==> src/inc/acac_pkg.sv <==
// constants, register map and carrier types of the converter control block
package acac_pkg;

  // register byte offsets on the apb word grid
  localparam logic [7:0] ACAC_OFF_CTL0   = 8'h00;
  localparam logic [7:0] ACAC_OFF_CTL1   = 8'h04;
  localparam logic [7:0] ACAC_OFF_RES_HI = 8'h08;
  localparam logic [7:0] ACAC_OFF_RES_LO = 8'h0C;
  localparam logic [7:0] ACAC_OFF_THR_HI = 8'h10;
  localparam logic [7:0] ACAC_OFF_THR_LO = 8'h14;

  // control register 1 field positions
  localparam int ACAC_C1_MODE_LSB = 0;
  localparam int ACAC_C1_LO_EN    = 3;
  localparam int ACAC_C1_HI_EN    = 4;
  localparam int ACAC_C1_REFH     = 5;
  localparam int ACAC_C1_LO_STAT  = 6;
  localparam int ACAC_C1_HI_STAT  = 7;
  localparam int ACAC_C1_BUSY     = 8;
  localparam int ACAC_C1_POWERED  = 9;

  // reset values
  localparam logic [7:0] ACAC_CTL0_RST = 8'h00;
  localparam logic [7:0] ACAC_THR_RST  = 8'h00;

  // reference code that means internal reference is off
  localparam logic [1:0] ACAC_REF_OFF = 2'h0;

  // timing in system clock cycles
  localparam int ACAC_IDLE_CYCLES  = 160;
  localparam int ACAC_PWRUP_CYCLES = 40;
  localparam int ACAC_CONV_CYCLES  = 5129;
  localparam int ACAC_REP_CYCLES   = 256;
  localparam int ACAC_CNT_W        = 13;

  localparam int ACAC_RAW_W = 13;

  typedef enum logic [1:0] {
    ACAC_S_IDLE   = 2'b00,
    ACAC_S_PWRUP  = 2'b01,
    ACAC_S_CONV   = 2'b11,
    ACAC_S_REPEAT = 2'b10
  } acac_state_t;

  typedef struct packed {
    logic       conversion_go;
    logic       vref_level_lower_bit;
    logic       vref_pin_out;
    logic       repeat_select;
    logic [3:0] input_channel_sel;
  } acac_ctl0_t;

  typedef struct packed {
    logic       vref_level_upper_bit;
    logic       upper_alarm_en;
    logic       lower_alarm_en;
    logic [2:0] input_stage_mode;
  } acac_ctl1_t;

endpackage

==> src/rtl/acac_top.sv <==
// sequencing, result placement, alarms and apb registers of the converter
`timescale 1ns/100ps
`default_nettype none
module acac_top
  import acac_pkg::*;
#(
  parameter int CONV_CYCLES = ACAC_CONV_CYCLES
) (
  input  wire logic                  CLOCK,
  input  wire logic                  RST_N,
  input  wire logic                  PSEL,
  input  wire logic                  PENABLE,
  input  wire logic                  PWRITE,
  input  wire logic [7:0]            PADDR,
  input  wire logic [31:0]           PWDATA,
  output logic      [31:0]           PRDATA,
  output logic                       PREADY,
  output logic                       PSLVERR,
  input  wire logic [ACAC_RAW_W-1:0] SAMPLE_DATA,
  output logic                       ANALOG_POWERED,
  output logic                       CONV_ACTIVE,
  output logic      [3:0]            INPUT_CHANNEL_SEL,
  output logic      [2:0]            INPUT_STAGE_MODE,
  output logic      [1:0]            VREF_LEVEL,
  output logic                       VREF_PIN_OUT,
  output logic                       ADC_IRQ
);

  localparam logic [ACAC_CNT_W-1:0] IDLE_LAST  = ACAC_CNT_W'(ACAC_IDLE_CYCLES - 1);
  localparam logic [ACAC_CNT_W-1:0] PWRUP_LAST = ACAC_CNT_W'(ACAC_PWRUP_CYCLES - 1);
  localparam logic [ACAC_CNT_W-1:0] CONV_LAST  = ACAC_CNT_W'(CONV_CYCLES - 1);
  localparam logic [ACAC_CNT_W-1:0] REP_LAST   = ACAC_CNT_W'(ACAC_REP_CYCLES - 1);

  function automatic logic hit(input logic [7:0] a, input logic [7:0] off);
    return a == off;
  endfunction

  acac_ctl0_t            ctl0_q;
  acac_ctl1_t            ctl1_q;
  logic [7:0]            thr_hi_q;
  logic [7:0]            thr_lo_q;
  logic [7:0]            res_hi_q;
  logic [7:0]            res_lo_q;
  logic                  hi_stat_q;
  logic                  lo_stat_q;
  acac_state_t           state_q;
  logic [ACAC_CNT_W-1:0] cnt_q;
  logic [ACAC_CNT_W-1:0] idle_q;
  logic                  powered_q;
  logic                  irq_q;
  logic [31:0]           prdata_q;
  logic                  pready_q;
  logic                  pslverr_q;

  logic       wr_en;
  logic       wr_ctl0;
  logic       wr_ctl1;
  logic       wr_thr_hi;
  logic       wr_thr_lo;
  logic       setup;
  logic       mapped;
  logic       done;
  logic       first_done;
  logic       hi_hit;
  logic       lo_hit;
  logic [7:0] cmp_bits;
  logic       is_neg;
  logic       start_ok;

  //////////////////////////////////////////////////////////////////////////////
  // apb handshake: one wait-free access phase after every setup
  assign setup  = PSEL && !PENABLE;
  assign wr_en  = PSEL && PENABLE && pready_q && PWRITE;

  // address decode; result registers are read-only, so writes to them are dropped
  always_comb begin
    mapped = 1'b0;
    if (hit(PADDR, ACAC_OFF_CTL0)) begin
      mapped = 1'b1;
    end else if (hit(PADDR, ACAC_OFF_CTL1)) begin
      mapped = 1'b1;
    end else if (hit(PADDR, ACAC_OFF_RES_HI)) begin
      mapped = 1'b1;
    end else if (hit(PADDR, ACAC_OFF_RES_LO)) begin
      mapped = 1'b1;
    end else if (hit(PADDR, ACAC_OFF_THR_HI)) begin
      mapped = 1'b1;
    end else if (hit(PADDR, ACAC_OFF_THR_LO)) begin
      mapped = 1'b1;
    end
  end

  // one write strobe per writable register, decoded once
  always_comb begin
    wr_ctl0   = 1'b0;
    wr_ctl1   = 1'b0;
    wr_thr_hi = 1'b0;
    wr_thr_lo = 1'b0;
    if (wr_en) begin
      if (hit(PADDR, ACAC_OFF_CTL0)) begin
        wr_ctl0 = 1'b1;
      end else if (hit(PADDR, ACAC_OFF_CTL1)) begin
        wr_ctl1 = 1'b1;
      end else if (hit(PADDR, ACAC_OFF_THR_HI)) begin
        wr_thr_hi = 1'b1;
      end else if (hit(PADDR, ACAC_OFF_THR_LO)) begin
        wr_thr_lo = 1'b1;
      end
    end
  end

  always_ff @(posedge CLOCK or negedge RST_N) begin
    if (!RST_N) begin
      pready_q  <= 1'b0;
      pslverr_q <= 1'b0;
    end else begin
      pready_q  <= setup;
      pslverr_q <= setup && !mapped;
    end
  end

  // read data is captured in the setup cycle so it leaves a flop
  always_ff @(posedge CLOCK or negedge RST_N) begin
    if (!RST_N) begin
      prdata_q <= 32'h0000_0000;
    end else if (setup) begin
      prdata_q <= 32'h0000_0000;
      if (PWRITE) begin
        // writes answer with zero, never with a stale read word
      end else if (hit(PADDR, ACAC_OFF_CTL0)) begin
        prdata_q[7:0] <= ctl0_q;
      end else if (hit(PADDR, ACAC_OFF_CTL1)) begin
        prdata_q[ACAC_C1_MODE_LSB +: 3] <= ctl1_q.input_stage_mode;
        prdata_q[ACAC_C1_LO_EN]         <= ctl1_q.lower_alarm_en;
        prdata_q[ACAC_C1_HI_EN]         <= ctl1_q.upper_alarm_en;
        prdata_q[ACAC_C1_REFH]          <= ctl1_q.vref_level_upper_bit;
        prdata_q[ACAC_C1_LO_STAT]       <= lo_stat_q;
        prdata_q[ACAC_C1_HI_STAT]       <= hi_stat_q;
        prdata_q[ACAC_C1_BUSY]          <= state_q != ACAC_S_IDLE;
        prdata_q[ACAC_C1_POWERED]       <= powered_q;
      end else if (hit(PADDR, ACAC_OFF_RES_HI)) begin
        prdata_q[7:0] <= res_hi_q;
      end else if (hit(PADDR, ACAC_OFF_RES_LO)) begin
        prdata_q[7:0] <= res_lo_q;
      end else if (hit(PADDR, ACAC_OFF_THR_HI)) begin
        prdata_q[7:0] <= thr_hi_q;
      end else if (hit(PADDR, ACAC_OFF_THR_LO)) begin
        prdata_q[7:0] <= thr_lo_q;
      end
    end
  end

  //////////////////////////////////////////////////////////////////////////////
  // control registers
  // go is accepted only while idle, so a busy converter is never restarted
  assign start_ok = state_q == ACAC_S_IDLE && !ctl0_q.conversion_go;

  always_ff @(posedge CLOCK or negedge RST_N) begin
    if (!RST_N) begin
      ctl0_q <= ACAC_CTL0_RST;
    end else begin
      if (wr_ctl0) begin
        ctl0_q.vref_level_lower_bit <= PWDATA[6];
        ctl0_q.vref_pin_out         <= PWDATA[5];
        ctl0_q.repeat_select        <= PWDATA[4];
        ctl0_q.input_channel_sel    <= PWDATA[3:0];
        if (start_ok) begin
          ctl0_q.conversion_go <= PWDATA[7];
        end
      end
      if (first_done) begin
        ctl0_q.conversion_go <= 1'b0;
      end
    end
  end

  always_ff @(posedge CLOCK or negedge RST_N) begin
    if (!RST_N) begin
      ctl1_q   <= '0;
      thr_hi_q <= ACAC_THR_RST;
      thr_lo_q <= ACAC_THR_RST;
    end else begin
      if (wr_ctl1) begin
        ctl1_q.input_stage_mode     <= PWDATA[ACAC_C1_MODE_LSB +: 3];
        ctl1_q.lower_alarm_en       <= PWDATA[ACAC_C1_LO_EN];
        ctl1_q.upper_alarm_en       <= PWDATA[ACAC_C1_HI_EN];
        ctl1_q.vref_level_upper_bit <= PWDATA[ACAC_C1_REFH];
      end else if (wr_thr_hi) begin
        thr_hi_q <= PWDATA[7:0];
      end else if (wr_thr_lo) begin
        thr_lo_q <= PWDATA[7:0];
      end
    end
  end

  //////////////////////////////////////////////////////////////////////////////
  // conversion sequencer
  always_ff @(posedge CLOCK or negedge RST_N) begin
    if (!RST_N) begin
      state_q <= ACAC_S_IDLE;
      cnt_q   <= '0;
    end else begin
      case (state_q)
        ACAC_S_IDLE: begin
          cnt_q <= '0;
          if (ctl0_q.conversion_go) begin
            state_q <= powered_q ? ACAC_S_CONV : ACAC_S_PWRUP;
          end
        end
        ACAC_S_PWRUP: begin
          if (cnt_q == PWRUP_LAST) begin
            cnt_q   <= '0;
            state_q <= ACAC_S_CONV;
          end else begin
            cnt_q <= cnt_q + 1'b1;
          end
        end
        ACAC_S_CONV: begin
          if (cnt_q == CONV_LAST) begin
            cnt_q   <= '0;
            state_q <= ctl0_q.repeat_select ? ACAC_S_REPEAT : ACAC_S_IDLE;
          end else begin
            cnt_q <= cnt_q + 1'b1;
          end
        end
        ACAC_S_REPEAT: begin
          if (!ctl0_q.repeat_select) begin
            cnt_q   <= '0;
            state_q <= ACAC_S_IDLE;
          end else if (cnt_q == REP_LAST) begin
            cnt_q <= '0;
          end else begin
            cnt_q <= cnt_q + 1'b1;
          end
        end
        default: begin
          state_q <= ACAC_S_IDLE;
          cnt_q   <= '0;
        end
      endcase
    end
  end

  assign first_done = state_q == ACAC_S_CONV && cnt_q == CONV_LAST;
  // an abandoned repeat period yields no result
  assign done = first_done ||
                (state_q == ACAC_S_REPEAT && ctl0_q.repeat_select && cnt_q == REP_LAST);

  // idle timer; the wake-up path is taken only from the powered-down state
  always_ff @(posedge CLOCK or negedge RST_N) begin
    if (!RST_N) begin
      powered_q <= 1'b0;
      idle_q    <= '0;
    end else if (state_q != ACAC_S_IDLE) begin
      idle_q <= '0;
      if (state_q == ACAC_S_PWRUP && cnt_q == PWRUP_LAST) begin
        powered_q <= 1'b1;
      end
    end else if (powered_q) begin
      if (idle_q == IDLE_LAST) begin
        powered_q <= 1'b0;
        idle_q    <= '0;
      end else begin
        idle_q <= idle_q + 1'b1;
      end
    end
  end

  //////////////////////////////////////////////////////////////////////////////
  // result placement and alarms
  // raw sample: [12:2] signed result, [1:0] extra precision for compensation
  always_ff @(posedge CLOCK or negedge RST_N) begin
    if (!RST_N) begin
      res_hi_q <= 8'h00;
      res_lo_q <= 8'h00;
    end else if (done) begin
      res_hi_q <= SAMPLE_DATA[12:5];
      res_lo_q <= {SAMPLE_DATA[4:0], 3'h0};
    end
  end

  assign is_neg   = SAMPLE_DATA[12];
  assign cmp_bits = SAMPLE_DATA[11:4];
  assign hi_hit   = !is_neg && (cmp_bits > thr_hi_q);
  assign lo_hit   = is_neg || (cmp_bits < thr_lo_q);

  // a new alarm wins over a same-cycle write-one clear
  always_ff @(posedge CLOCK or negedge RST_N) begin
    if (!RST_N) begin
      hi_stat_q <= 1'b0;
      lo_stat_q <= 1'b0;
    end else begin
      if (done && hi_hit) begin
        hi_stat_q <= 1'b1;
      end else if (wr_ctl1 && PWDATA[ACAC_C1_HI_STAT]) begin
        hi_stat_q <= 1'b0;
      end
      if (done && lo_hit) begin
        lo_stat_q <= 1'b1;
      end else if (wr_ctl1 && PWDATA[ACAC_C1_LO_STAT]) begin
        lo_stat_q <= 1'b0;
      end
    end
  end

  // request pulse only at a result, so an idle converter never interrupts;
  // pending state lives in the cpu interrupt controller
  always_ff @(posedge CLOCK or negedge RST_N) begin
    if (!RST_N) begin
      irq_q <= 1'b0;
    end else begin
      irq_q <= done && (
                 (!ctl1_q.upper_alarm_en && !ctl1_q.lower_alarm_en) ||
                 (ctl1_q.upper_alarm_en && hi_hit) ||
                 (ctl1_q.lower_alarm_en && lo_hit));
    end
  end

  //////////////////////////////////////////////////////////////////////////////
  // analog-side controls, all from flops
  logic       active_q;
  logic [1:0] vref_q;
  logic       pin_q;
  logic [3:0] chan_q;
  logic [2:0] mode_q;

  always_ff @(posedge CLOCK or negedge RST_N) begin
    if (!RST_N) begin
      active_q <= 1'b0;
      vref_q   <= ACAC_REF_OFF;
      pin_q    <= 1'b0;
      chan_q   <= 4'h0;
      mode_q   <= 3'h0;
    end else begin
      active_q <= state_q == ACAC_S_CONV || state_q == ACAC_S_REPEAT;
      vref_q   <= {ctl1_q.vref_level_upper_bit, ctl0_q.vref_level_lower_bit};
      // the reference reaches the pin only while the internal one runs
      pin_q    <= ctl0_q.vref_pin_out &&
                  ({ctl1_q.vref_level_upper_bit, ctl0_q.vref_level_lower_bit} != ACAC_REF_OFF);
      chan_q   <= ctl0_q.input_channel_sel;
      mode_q   <= ctl1_q.input_stage_mode;
    end
  end

  assign PRDATA            = prdata_q;
  assign PREADY            = pready_q;
  assign PSLVERR           = pslverr_q;
  assign ANALOG_POWERED    = powered_q;
  assign CONV_ACTIVE       = active_q;
  assign INPUT_CHANNEL_SEL = chan_q;
  assign INPUT_STAGE_MODE  = mode_q;
  assign VREF_LEVEL        = vref_q;
  assign VREF_PIN_OUT      = pin_q;
  assign ADC_IRQ           = irq_q;

endmodule
`default_nettype wire

==> config.mk <==
export PLATFORM = sky130hd
export DESIGN_NAME = acac_top
export DESIGN_NICKNAME = d
export VERILOG_FILES = /design/src/inc/acac_pkg.sv /design/src/rtl/acac_top.sv
export SDC_FILE = /design/constraint.sdc
export NUM_CORES = 1
export LEC_CHECK = 0
export BUFFER_PORTS_ARGS = -buffer_cell sky130_fd_sc_hd__buf_2
export CORE_UTILIZATION = 35
export DETAILED_ROUTE_END_ITERATION = 12
export PLACE_DENSITY_LB_ADDON = 0.1
export SYNTH_ARGS = -nofsm -noshare
export SYNTH_HDL_FRONTEND = slang
export SYNTH_SLANG_ARGS = --single-unit
==> constraint.sdc <==
create_clock -name CLOCK -period 2.72 [get_ports CLOCK]
set_clock_uncertainty 0.2 [all_clocks]
set_input_delay 0.272 -clock CLOCK [delete_from_list [all_inputs] [get_ports CLOCK]]
set_output_delay 0.272 -clock CLOCK [all_outputs]
set_load 0.02 [all_outputs]
After elaboration in Yosys (flattened, before gate mapping):

Index checks and enable logic that the tools add are counted.

* logic and storage cells: 149
* flip-flop bits (word level): 98

* equal/unequal tests: 17
* add/sub/neg operators: 2
* reduce and logical (&&, ||, !) cells: 44
* $lt $le $gt $ge: 2
* multiplexer cells: 54
* bitwise gates (word level): 2

Operators with widths (count)
* $mux 13: 7
* $mux 8: 7
* $pmux 13 s4: 1
* $mux 1: 29
* $add 13x1->13 const B: 2
* $eq 13x8->1 const B: 2
* $logic_and 1x1->1: 20
* $eq 8x4->1 const B: 2
* $eq 8x5->1 const B: 2
* $mux 2: 8
* $reduce_bool 2->1: 7
* $eq 13x13->1 const B: 1
* $eq 13x6->1 const B: 1
* $mux 10: 1
* $eq 8x3->1 const B: 1
* $gt 8x8->1: 1
* $logic_not 8->1: 1
* $lt 8x8->1: 1
* $ne 2x2->1 const B: 4
* $pmux 2 s4: 1
* $logic_not 1->1: 6
* $logic_or 1x1->1: 5
* $eq 2x2->1 const B: 2
* $reduce_and 2->1: 2
* 6 further kinds: 7

Depth between registers and ports, before layout:

Gate-level depths: netlist (run 1).

* depth in word-level cells: 9
* mapped depth: 8

Worst setup path before layout (run 1):

No wires, ideal clock.

* kind: register -> register
* start point: register cnt_q[8]
* end point: register res_hi_q[0]
* path buffers: 1
* cell stages (with the launch flop): 7
* arrival time: 1959 ps
* setup slack: 437 ps
* library setup time: 125 ps
* period minus slack after synthesis: 2283 ps
* cells stage by stage: dfrtp_1 or3_1 nor4_1 and2_1 a21o_2 buf_6 mux2_2

* cells in the longest elaborated chain, start to end: 3
* elaborated cells between the ends (all ways): 5
* those cells by class: eq/ne (2); reduce/logical (3)

Ends and longest elaborated chain
* from (decl): line acac_top.sv:47 `logic [ACAC_CNT_W-1:0] cnt_q;`
* from (signal assigned): line acac_top.sv:215 `cnt_q <= cnt_q + 1'b1;`
* from (signal assigned): line acac_top.sv:223 `cnt_q <= cnt_q + 1'b1;`
* from (signal assigned): line acac_top.sv:233 `cnt_q <= cnt_q + 1'b1;`
* $eq 13x13->1 or $eq 13x8->1 (tied branches): line acac_top.sv:244, acac_top.sv:247
* $logic_and 1x1->1 (on tied branches): line acac_top.sv:244, acac_top.sv:247
* $logic_or 1x1->1 (*): line acac_top.sv:246 `assign done = first_done ||`
* to (signal assigned): line acac_top.sv:277 `res_hi_q <= SAMPLE_DATA[12:5];`
* to (decl): line acac_top.sv:42 `logic [7:0] res_hi_q;`

Every way passes the cells marked *; elsewhere a longest branch is shown, timed or not.
A chain may end at the register's enable or synchronous reset.

Worst setup path after layout (run 1):

* start point: input SAMPLE_DATA[5]
* end point: register irq_q, in the netlist ADC_IRQ

* cells in the longest elaborated chain, start to end: 6
* elaborated cells between the ends (all ways): 9
* those cells by class: order compare (2); reduce/logical (7)

Ends and longest elaborated chain
* from (decl): line acac_top.sv:19 `input wire logic [ACAC_RAW_W-1:0] SAMPLE_DATA,`
* $gt 8x8->1: line acac_top.sv:284 `assign hi_hit = !is_neg && (cmp_bits > thr_hi_q);`
* $logic_and 1x1->1: line acac_top.sv:284
* $logic_and 1x1->1: line acac_top.sv:314 `(ctl1_q.upper_alarm_en && hi_hit) ||`
* $logic_or 1x1->1: line acac_top.sv:313 `(!ctl1_q.upper_alarm_en && !ctl1_q.lower_alarm_en) ||`
* $logic_or 1x1->1 (*): line acac_top.sv:314
* $logic_and 1x1->1 (*): line acac_top.sv:312 `irq_q <= done && (`
* to (signal assigned): line acac_top.sv:312
* to (decl): line acac_top.sv:50 `logic irq_q;`

Marked as above.

==> results of run 1 <==
-- path summary, 6_finish.rpt --
check,slack [ns],end,startpoint
min in group asynchronous,0.25,idle_q[7],RST_N
hold reg to reg,0.20,INPUT_STAGE_MODE[1],ctl1_q[1]
setup / recovery,0.27,ADC_IRQ,SAMPLE_DATA[5]
max in group asynchronous,1.37,thr_lo_q[5],RST_N
hold / removal,0.01,ctl0_q[7],PWDATA[7]
setup reg to reg,0.32,res_hi_q[3],cnt_q[0]
-- routing by layer --
layer  vias up  wire [um]  GRT usage, %
met5         -          0             0
met4         0        138          5.26
met3         9        461          3.51
met2        77       5140          25.1
met1      1760       5560          23.1
li1       1782          -             -
-- per-stage QoR --
| step | hold WS, ns | cells | setup WS, ns | area (um^2) |
|---|---|---|---|---|
| 2_1_floorplan | -0.224 | 491 | 0.437 | 5120 |
| 3_3_place_gp | 0.0938 | 707 | 0.323 | 5560 |
| 3_5_place_dp | 0.0999 | 707 | 0.292 | 5560 |
| 4_1_cts | 0.00388 | 735 | 0.298 | 5980 |
| 5_1_grt | 0.0131 | 735 | 0.182 | 5980 |
| 6_report | 0.0127 | 735 | 0.274 | 5980 |
-- timing repair --
action | in CTS | in global routing
hold endpoints to repair | 53 | 0
setup endpoints to repair | 0 | 0
hold buffers | 12 | 0
-- where the power goes --
group / internal (uW) / total [uW] / switching, uW
combinational: 63.3 / 191 / 128
sequential: 1460 / 1460 / 2.53
clock: 722 / 1310 / 586
total: 2250 / 2960 / 717
-- cell families after synthesis --
logic type	after synthesis	synth area share, %
AOI/OAI and AO/OA	79	10.4
buffers and inverters	61	6.40
adders and majority gates	18	4.46
and+or+nand+nor	139	14.6
other	1	0.0743
DFF	98	48.6
xor gates and xnor gates	14	2.43
muxes	60	13.0
-- synthesized netlist by cell type (9+ instances only) --
master,count,area share (%)
buf_4,22,3.3
inv_1,22,1.6
nor2_1,33,2.5
nand3_1,9,0.89
ha_1,18,4.5
o21ai_0,24,2.4
mux2i_1,15,3.0
nand2_1,40,3.0
mux2_2,41,9.1
dfrtp_1,98,49
a21oi_1,15,1.5
clkbuf_1,12,0.89
-- state kept, by name (all words and copies together) (netlist names), 2 cells and up --
register	flops
cnt_q	13
PRDATA	10
res_lo_q	5
thr_hi_q	8
thr_lo_q	8
state_q	2
INPUT_STAGE_MODE	3
idle_q	13
VREF_LEVEL	2
res_hi_q	8
INPUT_CHANNEL_SEL	4
ctl1_q	6
ctl0_q	8
-- critical path: stages --
cell and delay [ns]:
dlygate4sd3_1 0.53, buf_2 0.14, ha_1 0.28, a2111oi_0 0.62, o22a_1 0.31, a21oi_1 0.08
a21oi_1 0.25
-- placed cells by master (no fill, tap or decap), types with 3 or more instances in the layout --
cell type       n
mux2_1          4
o211ai_1        3
and4_1          3
inv_1          22
mux2i_1        15
ha_1           18
or3_1           5
xor2_1          8
conb_1         22
a21oi_1        15
a32o_1          5
nand2_1        40
o2bb2ai_1       6
o21a_1          3
o31ai_1         5
nor3_1          6
dfrtp_1        98
nor2_1         33
nand4_1         6
mux2_2         41
dlygate4sd3_1  12
buf_2          57
clkbuf_16       9
buf_4          16
nor2b_1         4
o221ai_1        3
and2_1          5
o21ai_0        24
nand2b_1        8
xnor2_1         6
nand3_1         9
nor4_1          6
-- cell type report --
cell class / count / area [um^2]
timing repair buffer: 87 / 566
clock buffer: 9 / 225
sequential: 98 / 2450
inverter: 22 / 82.6
fill: 1351 / 8010
clock inverter: 7 / 77.6
tap: 180 / 225
multi-input combinational: 332 / 2350
==> impl_metrics.toml, run 1 <==
[outcome]
status = "finished, final reports clean"

[clock_network]
h-tree-depth = 3
clk_pin_slew_ns = 0.07
cts-root-buf = "clkbuf_16"
numCtsBuffers = 9
cts_resized = 0
clock-sinks = 98
clk_latency_ns = 0.35
postCtsSetupBuffers = 0
clockBufferDepth = 2
cts_tree = "done"

[worst_setup_path]
start_kind = "input port"
required_ns = 2.76
cp.arrival_ns = 2.49
worstSetupPathType = "input port to flop"
critPathMaxFanout = 3
worstSetupEndpointType = "flop"
r2r_cells = 7

[timing]
slew_viol_final = 0
rsz0062_at_grt = "false"
post-route-min-period_ns = 2.45
fmax_ghz = 0.409
setup_violations = 0
fin_crit_sh_pct = 89.9
worst_slew_pin_slew_ns = 0.686
tns_ns = 0
final_hold_viol_count = 0
slew_headroom_pct = 53.1

[place]
io_buffers = 58
gp_congestion = 0.828
dpl.hpwl_um = 8220

[floorplan]
num_io_pins = 105
start_util_pct = 36.1
die_h_um = 122
die_w_um = 122
die_area_um2 = 14900
row_count = 43
coreArea_um2 = 14000

[grt]
grt_pass1_wl_um = 18600
grt_max_degree = 60
grt_pass1_vias = 3585
grt_remaining_overflow = 0
grt_usage_pct = 16.4
grt_antenna_before_repair = 0

[synth]
synth_area_per_cell_um2 = 10.7
synth_seq_cells = 98
synthCells = 470
yosysSeqAreaShare_pct = 48.6
synthFlopType = "dfrtp_1"
synthDistinctLibCells = 58
synth_edf_count = 0
ys_warn_count = 0
async_flop_share_pct = 100
synth_area_um2 = 5050

[power]
power_density_nw_per_um2 = 496
ir_drop_mv = 0.498
totalPowerFinal_uw = 2960
p_leak_uw = 0.00285

[run]
drv_cap = 0

[detailed_routing]
drtIter0Drc = 168
drt-pass1-iter-count = 4
drtAntennaViolNets = 0
vias = 3628
drc = 0
wire_per_inst_um = 15.4
drt-vias-per-instance = 4.94
postRouteWirelength_um = 11300

[layout]
drive_gt1_share_pct = 25.6
utilization_pct = 42.7
nets = 626
antennaDiodeCount = 0
syn_to_final_growth_pct = 18.5

[worst_hold_path]
min_path_type = "input port to flop"
holdPathStages = 3
Note: power is estimated with default switching activity, not from simulation.
==> inputs of run 2 (changes only) <==
--- a/config.mk
+++ b/config.mk
@@ -7,6 +7,7 @@
 export LEC_CHECK = 0
 export BUFFER_PORTS_ARGS = -buffer_cell sky130_fd_sc_hd__buf_2
 export CORE_UTILIZATION = 35
+export CTS_BUF_LIST = sky130_fd_sc_hd__clkbuf_4
 export DETAILED_ROUTE_END_ITERATION = 12
 export PLACE_DENSITY_LB_ADDON = 0.1
 export SYNTH_ARGS = -nofsm -noshare
==> impl_metrics.toml, run 2 (same netlist as run 1, synthesis figures left out) <==
[layout]
final_cell_mix = "dfrtp_1, buf_2, mux2_2"
postLayoutCellArea_um2 = 5930
drive_gt1_share_pct = 25.1
antennaDiodeCount = 0
nets = 637
final_common_cell = "dfrtp_1"
syn_to_final_growth_pct = 17.5
layout.cells.non_filler = 746
utilization_pct = 42.4

[place]
dpl.hpwl_um = 8220
place_ws_ns = 0.292
gp_congestion = 0.828
placedCellCount = 707
placed_area_um2 = 5560
io_buffers = 58

[grt]
grt_usage_pct = 16.7
grt_remaining_overflow = 0
grt_antenna_before_repair = 0
grt_pass1_wl_um = 18900
grt_max_degree = 60
grt_pass1_vias = 3676

[run]
drv_cap = 0

[power]
p_leak_uw = 0.00282
ir_drop_mv = 0.335
power_density_nw_per_um2 = 420

[clock_network]
clock-sinks = 98
cts_tree = "done"
h-tree-depth = 3
postCtsSetupBuffers = 0
clk_pin_slew_ns = 0.16
numCtsBuffers = 9
cts-root-buf = "clkbuf_4"
clockBufferDepth = 2
clk_latency_ns = 0.49

[worst_setup_path]
path_cells = "ha_1, nand2_1, or3_1, nor3_1, a21o_2, buf_12, mux2_2"
critPathMaxFanout = 14
slowest_delay_ns = 0.47
cp-startpoint = "cnt_q[0]"
r2r_end = "res_lo_q[5]"
required_ns = 2.90
cpMaxStageDelayCell = "or3_1"
worstSetupPathType = "flop to flop"
crit_buf_inv = 1
cp.arrival_ns = 2.59
start_kind = "flop"
worstSetupEndpointType = "flop"
critPathTopFamily = "simple AND/OR/NAND/NOR gates"
cp.depth = 7
rrSetupSlack_ns = 0.32
r2r_cells = 7
r2r-start = "cnt_q[0]"
crit_end = "res_lo_q[5]"

[floorplan]
start_util_pct = 36.1
coreArea_um2 = 14000
die_h_um = 122
row_count = 43
die_area_um2 = 14900
die_w_um = 122
num_io_pins = 105

[timing]
post-route-min-period_ns = 2.40
tns_ns = 0
setup_slack_ns = 0.318
setup_violations = 0
worst_slew_pin_slew_ns = 0.653
fmax_ghz = 0.416
final_hold_viol_count = 0
fin_crit_sh_pct = 88.3
slew_headroom_pct = 55.3
rsz0062_at_grt = "false"
slew_viol_final = 0

[detailed_routing]
drtAntennaViolNets = 0
postRouteWirelength_um = 11500
vias = 3665
wire_per_inst_um = 15.4
drtIter0Drc = 248
drt-vias-per-instance = 4.91
drt-pass1-iter-count = 4
drc = 0

[worst_hold_path]
min_path_type = "input port to flop"

[outcome]
status = "finished, final reports clean"
-- run 2: cell count changes in the layout (fill, tap and decap cells not counted), sizes merged --
cell / delta
dlygate4sd3: +11
-- run 2: report_power, final --
part | internal [uW] | switching (uW) | leakage [uW]
Sequential | 1460 | 2.53 | 0.00134
Clock | 288 | 536 | 0.0000769
Combinational | 73.6 | 130 | 0.00141
Total | 1820 | 669 | 0.00282
-- run 2: worst min path at each step --
stage	from	depth (start not counted)	to
2_1_floorplan	RST_N	0	ADC_IRQ
5_1_grt	PADDR[4]	3	PSLVERR
3_3_place_gp	RST_N	1	idle_q[7]
4_1_cts	PSEL	4	PREADY
6_report	PADDR[4]	3	PSLVERR
3_5_place_dp	RST_N	1	idle_q[7]
-- run 2: layer usage --
| metal | routed length [um] | vias to the layer above | track usage [%] |
|---|---|---|---|
| met5 | 0 | - | 0 |
| met4 | 103 | 0 | 3.89 |
| met3 | 423 | 7 | 4.59 |
| met2 | 5270 | 68 | 25.7 |
| met1 | 5690 | 1787 | 23.2 |
| li1 | - | 1803 | - |
-- run 2: timing repair --
| action | 4_1_cts | 5_1_grt |
|---|---|---|
| endpoints found under the hold margin | 90 | 0 |
| resized for setup | 0 | 0 |
| hold buffers | 23 | 0 |
-- run 2: stage by stage --
step	hold WS [ns]	total power, uW
6_report	0.0238	2490
5_1_grt	0.0154	2620
4_1_cts	0.00366	2540
3_5_place_dp	0.0999	1670
3_3_place_gp	0.0938	1670
2_1_floorplan	-0.224	1600
-- run 2: worst register-to-register path, stage by stage (launching register included) --
cell and delay (ns):
dfrtp_1 0.44, ha_1 0.23, nand2_1 0.14, or3_1 0.47, nor3_1 0.20, a21o_2 0.14, buf_12 0.15, mux2_2 0.35
-- run 2: layout make-up --
cell class | count | area (um^2)
fill | 1361 | 8060
sequential | 98 | 2450
multi-input combinational | 332 | 2350
timing repair buffer | 98 | 676
tap | 180 | 225
inverter | 22 | 82.6
clock inverter | 7 | 77.6
clock buffer | 9 | 67.6
